[src/rtl/crsc_params.svh]
// Register offsets, field positions, reset values and codes of the
// conversion result and scan control block.
// Assumes inclusion by bare name from every file that needs it.
`ifndef CRSC_PARAMS_SVH
`define CRSC_PARAMS_SVH

`define CRSC_ADDR_W          7
`define CRSC_ADDR_AUX        7'h12
`define CRSC_ADDR_DONE       7'h18
`define CRSC_ADDR_RES_HIGH   7'h1a
`define CRSC_ADDR_RES_LOW    7'h1b
`define CRSC_ADDR_STATUS     7'h1e
`define CRSC_ADDR_SCAN       7'h1f

`define CRSC_CUR_MSB         3
`define CRSC_CUR_LSB         0
`define CRSC_CUR_RESET       4'h0
`define CRSC_CUR_MAX         4'ha
`define CRSC_CUR_STEP_UA     11'h064

`define CRSC_DONE_EMPTY      8'hff
`define CRSC_DONE_READY      8'h00

`define CRSC_STS_PENDING_BIT 1
`define CRSC_STS_STALE_BIT   0

`define CRSC_MODE_MSB        7
`define CRSC_MODE_LSB        6
`define CRSC_LAST_MSB        5
`define CRSC_LAST_LSB        3
`define CRSC_FIRST_MSB       2
`define CRSC_FIRST_LSB       0
`define CRSC_MODE_RESET      2'h0
`define CRSC_LAST_RESET      3'h6
`define CRSC_FIRST_RESET     3'h0
`define CRSC_SLOT_REJECT     3'h7

`define CRSC_MODE_SINGLE     2'h0
`define CRSC_MODE_ONCE       2'h1
`define CRSC_MODE_LOOP       2'h2
`define CRSC_MODE_BURNOUT    2'h3

`endif

[src/rtl/crsc_pkg.sv]
// Types shared by the conversion result and scan control block.
// Assumes nothing of its surroundings.
package crsc_pkg;

    typedef logic [7:0]  crsc_byte_t;
    typedef logic [2:0]  crsc_slot_t;
    typedef logic [1:0]  crsc_mode_t;
    typedef logic [15:0] crsc_result_t;
    typedef logic [10:0] crsc_ua_t;

    typedef enum logic [0:0]
    {
        CRSC_IDLE,
        CRSC_RUN
    } crsc_state_t;

endpackage

[src/rtl/crsc_seq_if.sv]
// Link between the register file and the channel sequencer.
// Assumes both ends run on the same clock.
`timescale 1ns/10ps

interface crsc_seq_if;
    import crsc_pkg::*;

    logic       load;
    crsc_mode_t mode;
    crsc_slot_t first;
    crsc_slot_t last;
    logic       pending;
    logic       running;
    logic       burnout;
    crsc_slot_t slot;

    modport regs
    (
        output load,
        output mode,
        output first,
        output last,
        input  pending,
        input  running,
        input  burnout,
        input  slot
    );

    modport seq
    (
        input  load,
        input  mode,
        input  first,
        input  last,
        output pending,
        output running,
        output burnout,
        output slot
    );

endinterface

[src/rtl/crsc_seq.sv]
// Channel sequencer: holds the staged and the active scan setup and
// steps the converted channel at each conversion boundary.
// Assumes conv_done is a one-cycle pulse at the end of each conversion.
`timescale 1ns/10ps
`include "crsc_params.svh"

module crsc_seq
(
    input  wire logic  sys_clk,
    input  wire logic  resetn,
    input  wire logic  conv_done,
    crsc_seq_if.seq    bus
);
    import crsc_pkg::*;

    crsc_mode_t  shadow_mode_reg;
    crsc_slot_t  shadow_first_reg;
    crsc_slot_t  shadow_last_reg;
    crsc_mode_t  act_mode_reg;
    crsc_slot_t  act_first_reg;
    crsc_slot_t  act_last_reg;
    logic        pending_reg;
    logic        pending_next;
    crsc_state_t state_reg;
    crsc_state_t state_next;
    crsc_slot_t  slot_reg;
    crsc_slot_t  slot_next;
    logic        burnout_reg;
    logic        burnout_next;
    logic        apply;
    logic        at_last;
    crsc_slot_t  slot_inc;

    // A staged setup takes effect between conversions, never inside one.
    assign apply    = pending_reg && (conv_done || state_reg == CRSC_IDLE);
    assign at_last  = slot_reg == act_last_reg;
    assign slot_inc = slot_reg + 3'h1;
    // Set wins: a load beside an apply keeps the flag high.
    assign pending_next = bus.load || (pending_reg && !apply);

    always_comb
    begin
        state_next = state_reg;
        slot_next  = slot_reg;
        if (apply)
        begin
            state_next = CRSC_RUN;
            slot_next  = shadow_first_reg;
        end
        else if (conv_done && state_reg == CRSC_RUN)
        begin
            case (act_mode_reg)
                `CRSC_MODE_SINGLE:
                    slot_next = act_first_reg;
                `CRSC_MODE_ONCE:
                    if (at_last)
                        state_next = CRSC_IDLE;
                    else
                        slot_next = slot_inc;
                default:
                    slot_next = at_last ? act_first_reg : slot_inc;
            endcase
        end
        burnout_next = state_next == CRSC_RUN &&
                       (apply ? shadow_mode_reg : act_mode_reg) ==
                       `CRSC_MODE_BURNOUT;
    end

    always_ff @(posedge sys_clk)
    begin
        if (!resetn)
        begin
            shadow_mode_reg  <= `CRSC_MODE_RESET;
            shadow_first_reg <= `CRSC_FIRST_RESET;
            shadow_last_reg  <= `CRSC_LAST_RESET;
            act_mode_reg     <= `CRSC_MODE_RESET;
            act_first_reg    <= `CRSC_FIRST_RESET;
            act_last_reg     <= `CRSC_LAST_RESET;
            pending_reg      <= 1'b0;
            state_reg        <= CRSC_RUN;
            slot_reg         <= `CRSC_FIRST_RESET;
            burnout_reg      <= 1'b0;
        end
        else
        begin
            if (bus.load)
            begin
                shadow_mode_reg  <= bus.mode;
                shadow_first_reg <= bus.first;
                shadow_last_reg  <= bus.last;
            end
            if (apply)
            begin
                act_mode_reg  <= shadow_mode_reg;
                act_first_reg <= shadow_first_reg;
                act_last_reg  <= shadow_last_reg;
            end
            pending_reg <= pending_next;
            state_reg   <= state_next;
            slot_reg    <= slot_next;
            burnout_reg <= burnout_next;
        end
    end

    assign bus.pending = pending_reg;
    assign bus.running = state_reg == CRSC_RUN;
    assign bus.burnout = burnout_reg;
    assign bus.slot    = slot_reg;

endmodule

[src/rtl/crsc_top.sv]
// Register bank of the conversion result and scan control block:
// excitation current select, result bytes with freshness tracking,
// sequencer status and the scan setup register with write rejection.
// Assumes a register port master that keeps strobes one cycle long and
// a converter that pulses conv_done with conv_result at each result.
`timescale 1ns/10ps
`include "crsc_params.svh"

// Summary of operation
// - Excitation current equals code times 100 uA up to code 10, zero above; reset code is zero.
// - Data-available byte reads 0xff when no fresh result, else 0x00.
// - Result is 16-bit two's complement; high at 0x1a, low at 0x1b.
// - Status bit 1 high while scan update pending; host waits for low.
// - Status bit 0 high when result read was stale or not ready.
// - Two-bit mode: single channel, single scan, loop, loop with burnout.
// - Final-channel field picks last scanned channel; resets to six.
// - Initial-channel field picks first scanned channel; resets to zero.
// - Scan write carrying seven in a channel field is wholly discarded.
module crsc_top
#(
    parameter int NUM_SLOTS = 7
)
(
    input  wire logic                 sys_clk,
    input  wire logic                 resetn,
    input  wire logic [6:0]           reg_addr,
    input  wire crsc_pkg::crsc_byte_t reg_wdata,
    input  wire logic                 reg_wr,
    input  wire logic                 reg_rd,
    output crsc_pkg::crsc_byte_t      reg_rdata,
    input  wire logic                 conv_done,
    input  wire crsc_pkg::crsc_result_t conv_result,
    output logic                      conv_run,
    output crsc_pkg::crsc_slot_t      conv_slot,
    output logic                      burnout_en,
    output logic [3:0]                excitation_current_code,
    output crsc_pkg::crsc_ua_t        excitation_current_ua
);
    import crsc_pkg::*;

    if (NUM_SLOTS < 1 || NUM_SLOTS > 7)
    begin : g_bad_slots
        $error("NUM_SLOTS must lie between 1 and 7");
    end

    localparam crsc_slot_t SLOT_LIMIT = crsc_slot_t'(NUM_SLOTS);

    // Converts a current code to microamps; codes above the top step
    // are treated as off so the source is never overdriven.
    function automatic crsc_ua_t crsc_code_to_ua(input logic [3:0] code);
        crsc_ua_t ua;
        ua = 11'h000;
        if (code <= `CRSC_CUR_MAX)
            ua = crsc_ua_t'({7'h00, code} * `CRSC_CUR_STEP_UA);
        return ua;
    endfunction

    // Tells whether a channel field names a channel that exists.
    function automatic logic crsc_slot_ok(input crsc_slot_t s);
        return s != `CRSC_SLOT_REJECT && s < SLOT_LIMIT;
    endfunction

    crsc_seq_if seq_bus ();

    logic [3:0]   cur_reg;
    logic [3:0]   cur_next;
    crsc_ua_t     ua_reg;
    crsc_ua_t     ua_next;
    crsc_result_t result_reg;
    crsc_result_t result_next;
    logic         fresh_reg;
    logic         fresh_next;
    logic         stale_reg;
    logic         stale_next;
    crsc_mode_t   mode_reg;
    crsc_slot_t   last_reg;
    crsc_slot_t   first_reg;
    crsc_byte_t   rdata_reg;
    crsc_byte_t   rdata_next;
    crsc_byte_t   rd_mux;

    wire       sel_aux    = reg_addr == `CRSC_ADDR_AUX;
    wire       sel_done   = reg_addr == `CRSC_ADDR_DONE;
    wire       sel_high   = reg_addr == `CRSC_ADDR_RES_HIGH;
    wire       sel_low    = reg_addr == `CRSC_ADDR_RES_LOW;
    wire       sel_status = reg_addr == `CRSC_ADDR_STATUS;
    wire       sel_scan   = reg_addr == `CRSC_ADDR_SCAN;

    wire       wr_aux     = reg_wr && sel_aux;
    wire       wr_scan    = reg_wr && sel_scan;
    wire       rd_high    = reg_rd && sel_high;
    wire       rd_low     = reg_rd && sel_low;
    wire       rd_result  = rd_high || rd_low;

    wire crsc_mode_t wr_mode  = reg_wdata[`CRSC_MODE_MSB:`CRSC_MODE_LSB];
    wire crsc_slot_t wr_last  = reg_wdata[`CRSC_LAST_MSB:`CRSC_LAST_LSB];
    wire crsc_slot_t wr_first = reg_wdata[`CRSC_FIRST_MSB:`CRSC_FIRST_LSB];

    // A scan write is taken only when both channel fields are legal and
    // no earlier update is still waiting for a conversion boundary.
    wire       scan_fields_ok = crsc_slot_ok(wr_first) &&
                                crsc_slot_ok(wr_last);
    wire       scan_accept    = wr_scan && scan_fields_ok &&
                                !seq_bus.pending;

    // The range check relies on the host keeping final at or above
    // initial; a reversed range simply runs until the counter meets it.
    assign seq_bus.load  = scan_accept;
    assign seq_bus.mode  = wr_mode;
    assign seq_bus.last  = wr_last;
    assign seq_bus.first = wr_first;

    crsc_seq u_seq
    (
        .sys_clk   (sys_clk),
        .resetn    (resetn),
        .conv_done (conv_done),
        .bus       (seq_bus)
    );

    assign cur_next = wr_aux ? reg_wdata[`CRSC_CUR_MSB:`CRSC_CUR_LSB]
                             : cur_reg;
    assign ua_next  = wr_aux ? crsc_code_to_ua(cur_next) : ua_reg;

    // A new result both loads the value and marks it fresh; a read of
    // the low byte in the same cycle must not wipe out that mark.
    assign result_next = conv_done ? conv_result : result_reg;
    assign fresh_next  = conv_done || (fresh_reg && !rd_low);

    // Every result byte read reports on the value it actually returned.
    assign stale_next  = rd_result ? !fresh_reg : stale_reg;

    always_comb
    begin
        rd_mux = 8'h00;
        case (1'b1)
            sel_aux:
                rd_mux = {4'h0, cur_reg};
            sel_done:
                rd_mux = fresh_reg ? `CRSC_DONE_READY
                                   : `CRSC_DONE_EMPTY;
            sel_high:
                rd_mux = result_reg[15:8];
            sel_low:
                rd_mux = result_reg[7:0];
            sel_status:
            begin
                rd_mux[`CRSC_STS_PENDING_BIT] = seq_bus.pending;
                rd_mux[`CRSC_STS_STALE_BIT]   = stale_reg;
            end
            sel_scan:
                rd_mux = {mode_reg, last_reg, first_reg};
            default:
                rd_mux = 8'h00;
        endcase
    end

    // Read data stand only in the cycle after the strobe, zero otherwise.
    assign rdata_next = reg_rd ? rd_mux : 8'h00;

    always_ff @(posedge sys_clk)
    begin
        if (!resetn)
        begin
            cur_reg <= `CRSC_CUR_RESET;
            ua_reg  <= 11'h000;
        end
        else
        begin
            cur_reg <= cur_next;
            ua_reg  <= ua_next;
        end
    end

    always_ff @(posedge sys_clk)
    begin
        if (!resetn)
        begin
            result_reg <= 16'h0000;
            fresh_reg  <= 1'b0;
            stale_reg  <= 1'b0;
        end
        else
        begin
            result_reg <= result_next;
            fresh_reg  <= fresh_next;
            stale_reg  <= stale_next;
        end
    end

    // Readback copy of the last accepted scan setup.
    always_ff @(posedge sys_clk)
    begin
        if (!resetn)
        begin
            mode_reg  <= `CRSC_MODE_RESET;
            last_reg  <= `CRSC_LAST_RESET;
            first_reg <= `CRSC_FIRST_RESET;
        end
        else if (scan_accept)
        begin
            mode_reg  <= wr_mode;
            last_reg  <= wr_last;
            first_reg <= wr_first;
        end
    end

    always_ff @(posedge sys_clk)
    begin
        if (!resetn)
            rdata_reg <= 8'h00;
        else
            rdata_reg <= rdata_next;
    end

    assign reg_rdata               = rdata_reg;
    assign conv_run                = seq_bus.running;
    assign conv_slot               = seq_bus.slot;
    assign burnout_en              = seq_bus.burnout;
    assign excitation_current_code = cur_reg;
    assign excitation_current_ua   = ua_reg;

endmodule

[config.mk]
export PLATFORM = sky130hd
export DESIGN_NAME = crsc_top
export DESIGN_NICKNAME = d
export VERILOG_FILES = /design/src/rtl/crsc_pkg.sv /design/src/rtl/crsc_seq_if.sv /design/src/rtl/crsc_seq.sv /design/src/rtl/crsc_top.sv
export VERILOG_INCLUDE_DIRS = /design/src /design/src/rtl
export SDC_FILE = /design/constraint.sdc
export NUM_CORES = 1
export LEC_CHECK = 0
export ABC_AREA = 1
export BUFFER_PORTS_ARGS = -buffer_cell sky130_fd_sc_hd__buf_2
export CORE_MARGIN = 2
export CORE_UTILIZATION = 35
export DETAILED_ROUTE_END_ITERATION = 8
export SETUP_SLACK_MARGIN = 0.3
export SYNTH_ARGS = -nofsm -noshare
export SYNTH_HDL_FRONTEND = slang
export SYNTH_HIERARCHICAL = 1
export SYNTH_SLANG_ARGS = --single-unit
[constraint.sdc]
create_clock -name sys_clk -period 2.24 [get_ports sys_clk]
set_input_delay 0.336 -clock sys_clk [delete_from_list [all_inputs] [get_ports sys_clk]]
set_output_delay 0.336 -clock sys_clk [all_outputs]
set_load 0.02 [all_outputs]
==> metrics, run 1 <==
Clk Tree Root Cell clkbuf_8; Worst setup SP type input port; dpl ws -159 ps; Worst Tran Pin Value 529 ps; asr flop ratio synth 0%; Post-DP Area 0.00390 sq mm; clock power share 43.8%; Tcrit/Tclk final 90.1%; final hold violations 0; Sw Share 24.0%; most common cell after layout, fill and taps aside nand2_1; # IOs 64; post-detail-place hpwl 6020 um; P_sw 631 uW; die width 100 um; clk_skew 7.31 ps; core area 0.00911 sq mm; fin area 0.00432 sq mm; Leak 0.00196 uW; routability-driven placement congestion ratio 0.839; crit-path most repeated cell nand2_1; drt total wl 8170 um; CTS H-tree lvls 3; CTS tree built; Worst Path Arrival 2290 ps; RSZ-0062 raised after global routing true; vias per cell 4.80; clock buffer depth 2; CTS buffer count 9; Worst R2R Path Depth 12; row count 35; Tmin final 2020 ps; mean post-synth cell area 7.50 sq um; worst reg2reg endpoint excitation_current_ua[10]$_SDFFE_PN0P_; Highest Clock Rate 495 MHz; post-synth top area cell dfxtp_1; share of the synthesized area in the top cell type 42.8%; Largest register FFs 16; post-synthesis cell count 430; Max-Cap Viols 0; Main synth FF type dfxtp_1; Hold Startpoint conv_result[6]; register area 0.00138 sq mm; DR DRC count 0; share of power burned in registers 48.4%; Clock transition at path regs 80 ps; P&R area growth vs syn 33.9%; CP max stage delay 410 ps; Int Pwr 2000 uW; Logic pwr share 7.8%; vias in the first global route 3043; worst hold endpoint result_reg[6]$_SDFFE_PN0P_; via count 3081; PwrDens 608 mW/mm^2; Critical Path RT 2520 ps; layout cells sized above 1 31.8%; Synth area leaders dfxtp_1 43%, nand2_1 11%, nor2_1 7.1%, o21ai_0 5.4%, inv_1 4.8%; library cells used by synthesis 40; flop-to-flop setup slack 290 ps; Worst Path Max Fanout 3; first-pass GRT wire length 13700 um; initial antenna violation count 0; Final Setup Violations 0; Fill cells 915; EDFF count, synth 0; sequential share of the synthesized area 42.8%; Multi-input gate area 0.00176 sq mm; Total GRT Usage 17.3%; Sink Count 69; Max-slew headroom 64.7%; final core area utilization 47.4%; Critical Path, Cell by Cell buf_6 > inv_2 > nand2_4 > nor2_4 > buf_6 > nand4_1 > nand2_1 > inv_2 > buf_4 > ha_4 > fa_2 > nand3_2 > nand2_1 > nand2_1 > nand3_2 > a21oi_2; Final Max Tran Viols 0; Critical R2R Launch excitation_current_code[1]$_SDFF_PN0_; Port Buf Inserts 61; CP Capture Type register; clk_lat worst skew 350 ps; largest net degree at the start of global routing 29; dpl cells 614; YS warnings 6; DR WL/cell 12.7 um; Post-Layout Cell Count 642; status completed; initial DRC count 106; antenna-violating nets left 0; CP Class input port to register; TritonRoute pass-1 iters 5; synthesis-stage register bit count 69; diode count 0; Hold Crit Depth 3; Final WS setup 221 ps; most frequent cells in the layout 89 x nand2_1, 69 x dfxtp_1, 61 x nor2_1; worst min path class input port to register; full die area 0.0100 sq mm; total gr overflow 0; nets@finish 573; Netlist Area Pre-Place 0.00323 sq mm; Max rail drop VDD 311 uV; slowest cell on the critical path fa_2; Initial Utilization 35.4%; die height 100 um
==> per-layer routing <==
metal	track usage, %	part of all wire [%]
met4	7.59	1.4
met2	28.8	50
met3	2.99	2.9
met1	22.1	46
met5	0	0
==> critical path: cells and delay by family <==
family | cells | cell delay (ps)
AOI/OAI and AO/OA | 1 | 130
adders and majority gates | 2 | 640
buffers and inverters | 5 | 470
and+or+nand+nor | 8 | 720
==> area by class of cell <==
| class | count | share of cell area (%) |
|---|---|---|
| Multi-Input combinational cell | 304 | 40.8 |
| Sequential cell | 69 | 32.0 |
| Timing Repair Buffer | 95 | 14.2 |
| Inverter | 47 | 4.57 |
| Clock buffer | 11 | 3.27 |
| Tap cell | 111 | 3.21 |
| Clock inverter | 5 | 1.94 |
==> power groups by stage <==
stage | registers (uW) | logic [uW] | clock network (uW)
5_1_grt | 1270 | 230 | 1240
3_3_place_gp | 1300 | 190 | 0
3_5_place_dp | 1300 | 192 | 0
2_1_floorplan | 1300 | 104 | 0
6_report | 1270 | 206 | 1150
4_1_cts | 1270 | 200 | 1180
==> through the flow <==
stage | total power (uW) | setup TNS (ps) | hold WS, ps
floorplan | 1400 | 0 | 423
global placement | 1490 | -233 | 439
detailed placement | 1490 | -372 | 439
CTS | 2650 | 0 | 192
global route | 2740 | 0 | 203
finish | 2630 | 0 | 202
==> cell usage after synthesis, types with 2 or more instances <==
cell type   n
a21oi_2     2
nor3_1      3
nand2_1    95
nand3_1    15
inv_1      41
inv_2       2
buf_4       3
clkbuf_1    6
nand4_1     9
nand2_4     4
nor2_2      2
nand2_2    11
nand3b_1    2
o21ai_1     2
xor2_1      3
nor2_1     61
o21ai_0    35
o211ai_1    2
ha_1       10
a21oi_1    22
clkinv_1    3
dfxtp_1    69
a41oi_1     6
nor2_4      2
nand3_2     4
o221ai_1    2
==> how the worst max path moves through the flow <==
stage	startpoint	endpoint	slack, ps	cells past startpoint
final	reg_addr[2]	excitation_current_ua[10]$_SDFFE_PN0P_	220	16
after global routing	reg_addr[2]	excitation_current_ua[10]$_SDFFE_PN0P_	100	16
after CTS	reg_addr[0]	excitation_current_ua[10]$_SDFFE_PN0P_	290	16
after detailed placement	reg_addr[5]	excitation_current_ua[10]$_SDFFE_PN0P_	-160	16
after global placement	reg_addr[5]	excitation_current_ua[10]$_SDFFE_PN0P_	-100	16
after floorplan	reg_addr[5]	excitation_current_ua[10]$_SDFFE_PN0P_	5	15
==> logic make-up (layout without fill, tap and decap cells) <==
group                    after synthesis  after routing  share of synthesized area (%)
AO/OA/AOI/OAI                         76             76                           13.8
XOR/XNOR                               4              4                           1.09
adder cells (fa/ha/maj)               11             11                           4.50
buffers and inverters                 58            158                           7.41
flip-flops                            69             69                           42.8
other                                  1              2                          0.116
AND/OR/NAND/NOR                      211            211                           30.3
==> timing repair <==
| item | in CTS | in global routing |
|---|---|---|
| pin swaps | 13 | 24 |
| endpoints found under the setup margin | 3 | 8 |
| setup buffers | 7 | 5 |
| hold buffers | 0 | 0 |
| resized for setup | 8 | 18 |
Power figures use the tool's default switching activity.
==> run 2: changes to the inputs <==
==> constraint.sdc (replaced) <==
create_clock -name sys_clk -period 2 [get_ports sys_clk]
set_input_delay 0.3 -clock sys_clk [delete_from_list [all_inputs] [get_ports sys_clk]]
set_output_delay 0.3 -clock sys_clk [all_outputs]
set_load 0.02 [all_outputs]
==> metrics, run 2 (synthesized netlist as in run 1, its figures left out) <==
Max rail drop VDD 371 uV (+19%); PwrDens 693 mW/mm^2 (+14%); clock power share 45.1% (+1.3 points); Leak 0.00201 uW (+2.4%); clk_lat worst skew 350 ps (about the same); status completed; initial DRC count 131 (+24%); Hold Crit Depth 3 (unchanged); CP Class input port to register; dpl ws -409 ps (-250 ps); Total Power 3030 uW (+15%); vias in the first global route 3070 (+0.89%); # IOs 64 (unchanged); clk_skew 10.3 ps (+2.97 ps); largest net degree at the start of global routing 20 (-31%); CTS H-tree lvls 3 (unchanged); Worst Path Arrival 2230 ps (-60 ps); Tmin final 1960 ps; Worst Tran Pin Value 543 ps (+13.1 ps); Worst setup SP type input port; Clock transition at path regs 80 ps (about the same); Max-slew headroom 63.8% (-0.88 points); final hold violations 0 (unchanged); Initial Utilization 35.4% (unchanged); nets@finish 583 (+1.7%); TritonRoute pass-1 iters 4 (-1); first-pass GRT wire length 13700 um (unchanged); Clk Tree Root Cell clkbuf_8; Total GRT Usage 17.1% (-0.25 points); Final Max Tran Viols 0 (unchanged); CTS buffer count 9 (unchanged); initial antenna violation count 0 (unchanged); Final Setup Violations 0 (unchanged); die width 100 um (unchanged); antenna-violating nets left 0 (unchanged); Worst Path Max Fanout 5 (+2); Highest Clock Rate 511 MHz; total negative slack 0 ps (unchanged); Port Buf Inserts 61 (unchanged); P_sw 700 uW (+11%); Max-Cap Viols 0 (unchanged); routability-driven placement congestion ratio 0.832 (-0.88%); diode count 0 (unchanged); most frequent cells in the layout 88 x nand2_1, 69 x dfxtp_1, 61 x nor2_1; RSZ-0062 raised after global routing true; Logic pwr share 8.0% (+0.2 points); drt total wl 8010 um (-2.0%); CTS tree built; Final WS setup 44.4 ps (-177 ps); DR DRC count 0 (unchanged); CP Capture Type register; P&R area growth vs syn 35.4%; vias per cell 4.79 (-0.13%); row count 35 (unchanged); via count 3120 (+1.3%); most common cell after layout, fill and taps aside nand2_1; Critical Path, Cell by Cell buf_8 > inv_4 > nand2_4 > nor2_4 > nand3_4 > nand2_2 > nand2_2 > inv_2 > ha_4 > ha_4 > fa_2 > nand3_2 > nand2_1 > nand2_1 > nand3_2 > a21oi_2; Sink Count 69 (unchanged); post-detail-place hpwl 6050 um (+0.45%); total gr overflow 0 (unchanged); die height 100 um (unchanged); full die area 0.0100 sq mm (unchanged); share of power burned in registers 47.0% (-1.4 points); Sw Share 23.1% (-0.93 points); CP max stage delay 360 ps (-50 ps); clock buffer depth 2 (unchanged); worst min path class input port to register; Largest register FFs 16 (unchanged); core area 0.00911 sq mm (unchanged); Int Pwr 2330 uW (+17%); Critical Path RT 2280 ps (-240 ps); final core area utilization 48.0% (+0.52 points); layout cells sized above 1 33.0% (+1.1 points); Worst R2R Path Depth 11 (-1); slowest cell on the critical path fa_2; DR WL/cell 12.3 um (-3.3%); Tcrit/Tclk final 97.8%
## run 2: cell types whose count changed in the layout (fill, tap and decap cells not counted), sizes merged
| cell | delta |
|---|---|
| buf | +10 |
| bufinv | +1 |
| clkbuf | -2 |
| clkinv | +2 |
| clkinvlp | -2 |
## run 2: layer usage
metal  share of wire (%)  vias up  track usage (%)
met2                  47       52             28.8
met4                 1.6        0             7.17
met5                   0        -                0
met3                 3.3       13             3.13
li1                    -     1608                -
met1                  48     1447             21.5
## run 2: final timing paths
kind | slack, ps | start | endpoint
min | 170 | conv_result[14] | result_reg[14]$_SDFFE_PN0P_
max reg2reg | 130 | excitation_current_code[0]$_SDFF_PN0_ | excitation_current_ua[10]$_SDFFE_PN0P_
max | 40 | reg_addr[0] | excitation_current_ua[10]$_SDFFE_PN0P_
min reg2reg | 450 | stale_reg$_SDFFE_PN0P_ | stale_reg$_SDFFE_PN0P_
## run 2: through the flow
step	instance area, sq um	instances	hold WS (ps)
2_1_floorplan	3360	431	413
3_3_place_gp	3990	625	438
3_5_place_dp	3990	625	436
4_1_cts	4300	646	159
5_1_grt	4370	651	165
6_report	4370	651	169
## run 2: final cells by class
cell class                 count  area (sq um)
fill                         918          4740
multi-input combinational    304          1750
sequential                    69          1380
timing repair buffer         105           662
inverter                      47           198
tap                          111           139
clock buffer                   9           124
clock inverter                 6           113
## run 2: critical path: cells and delay by family
kind                       cells  cell delay (ps)
and+or+nand+nor                9              820
adders and majority gates      3              740
buffers and inverters          3              270
AOI/OAI and AO/OA              1              120
## run 2: timing repair
action / CTS / global route
hold buffers: 0 / 0
gates resized for setup: 7 / 10
pin swaps: 14 / 6
endpoints found under the setup margin: 6 / 8
setup buffers: 6 / 5
## run 2: power by group through the flow
| stage | combinational (uW) | clock (uW) | sequential [uW] |
|---|---|---|---|
| 6_report | 241 | 1370 | 1420 |
| 5_1_grt | 269 | 1450 | 1430 |
| 4_1_cts | 238 | 1400 | 1420 |
| 3_5_place_dp | 226 | 0 | 1450 |
| 3_3_place_gp | 223 | 0 | 1450 |
| 2_1_floorplan | 116 | 0 | 1450 |
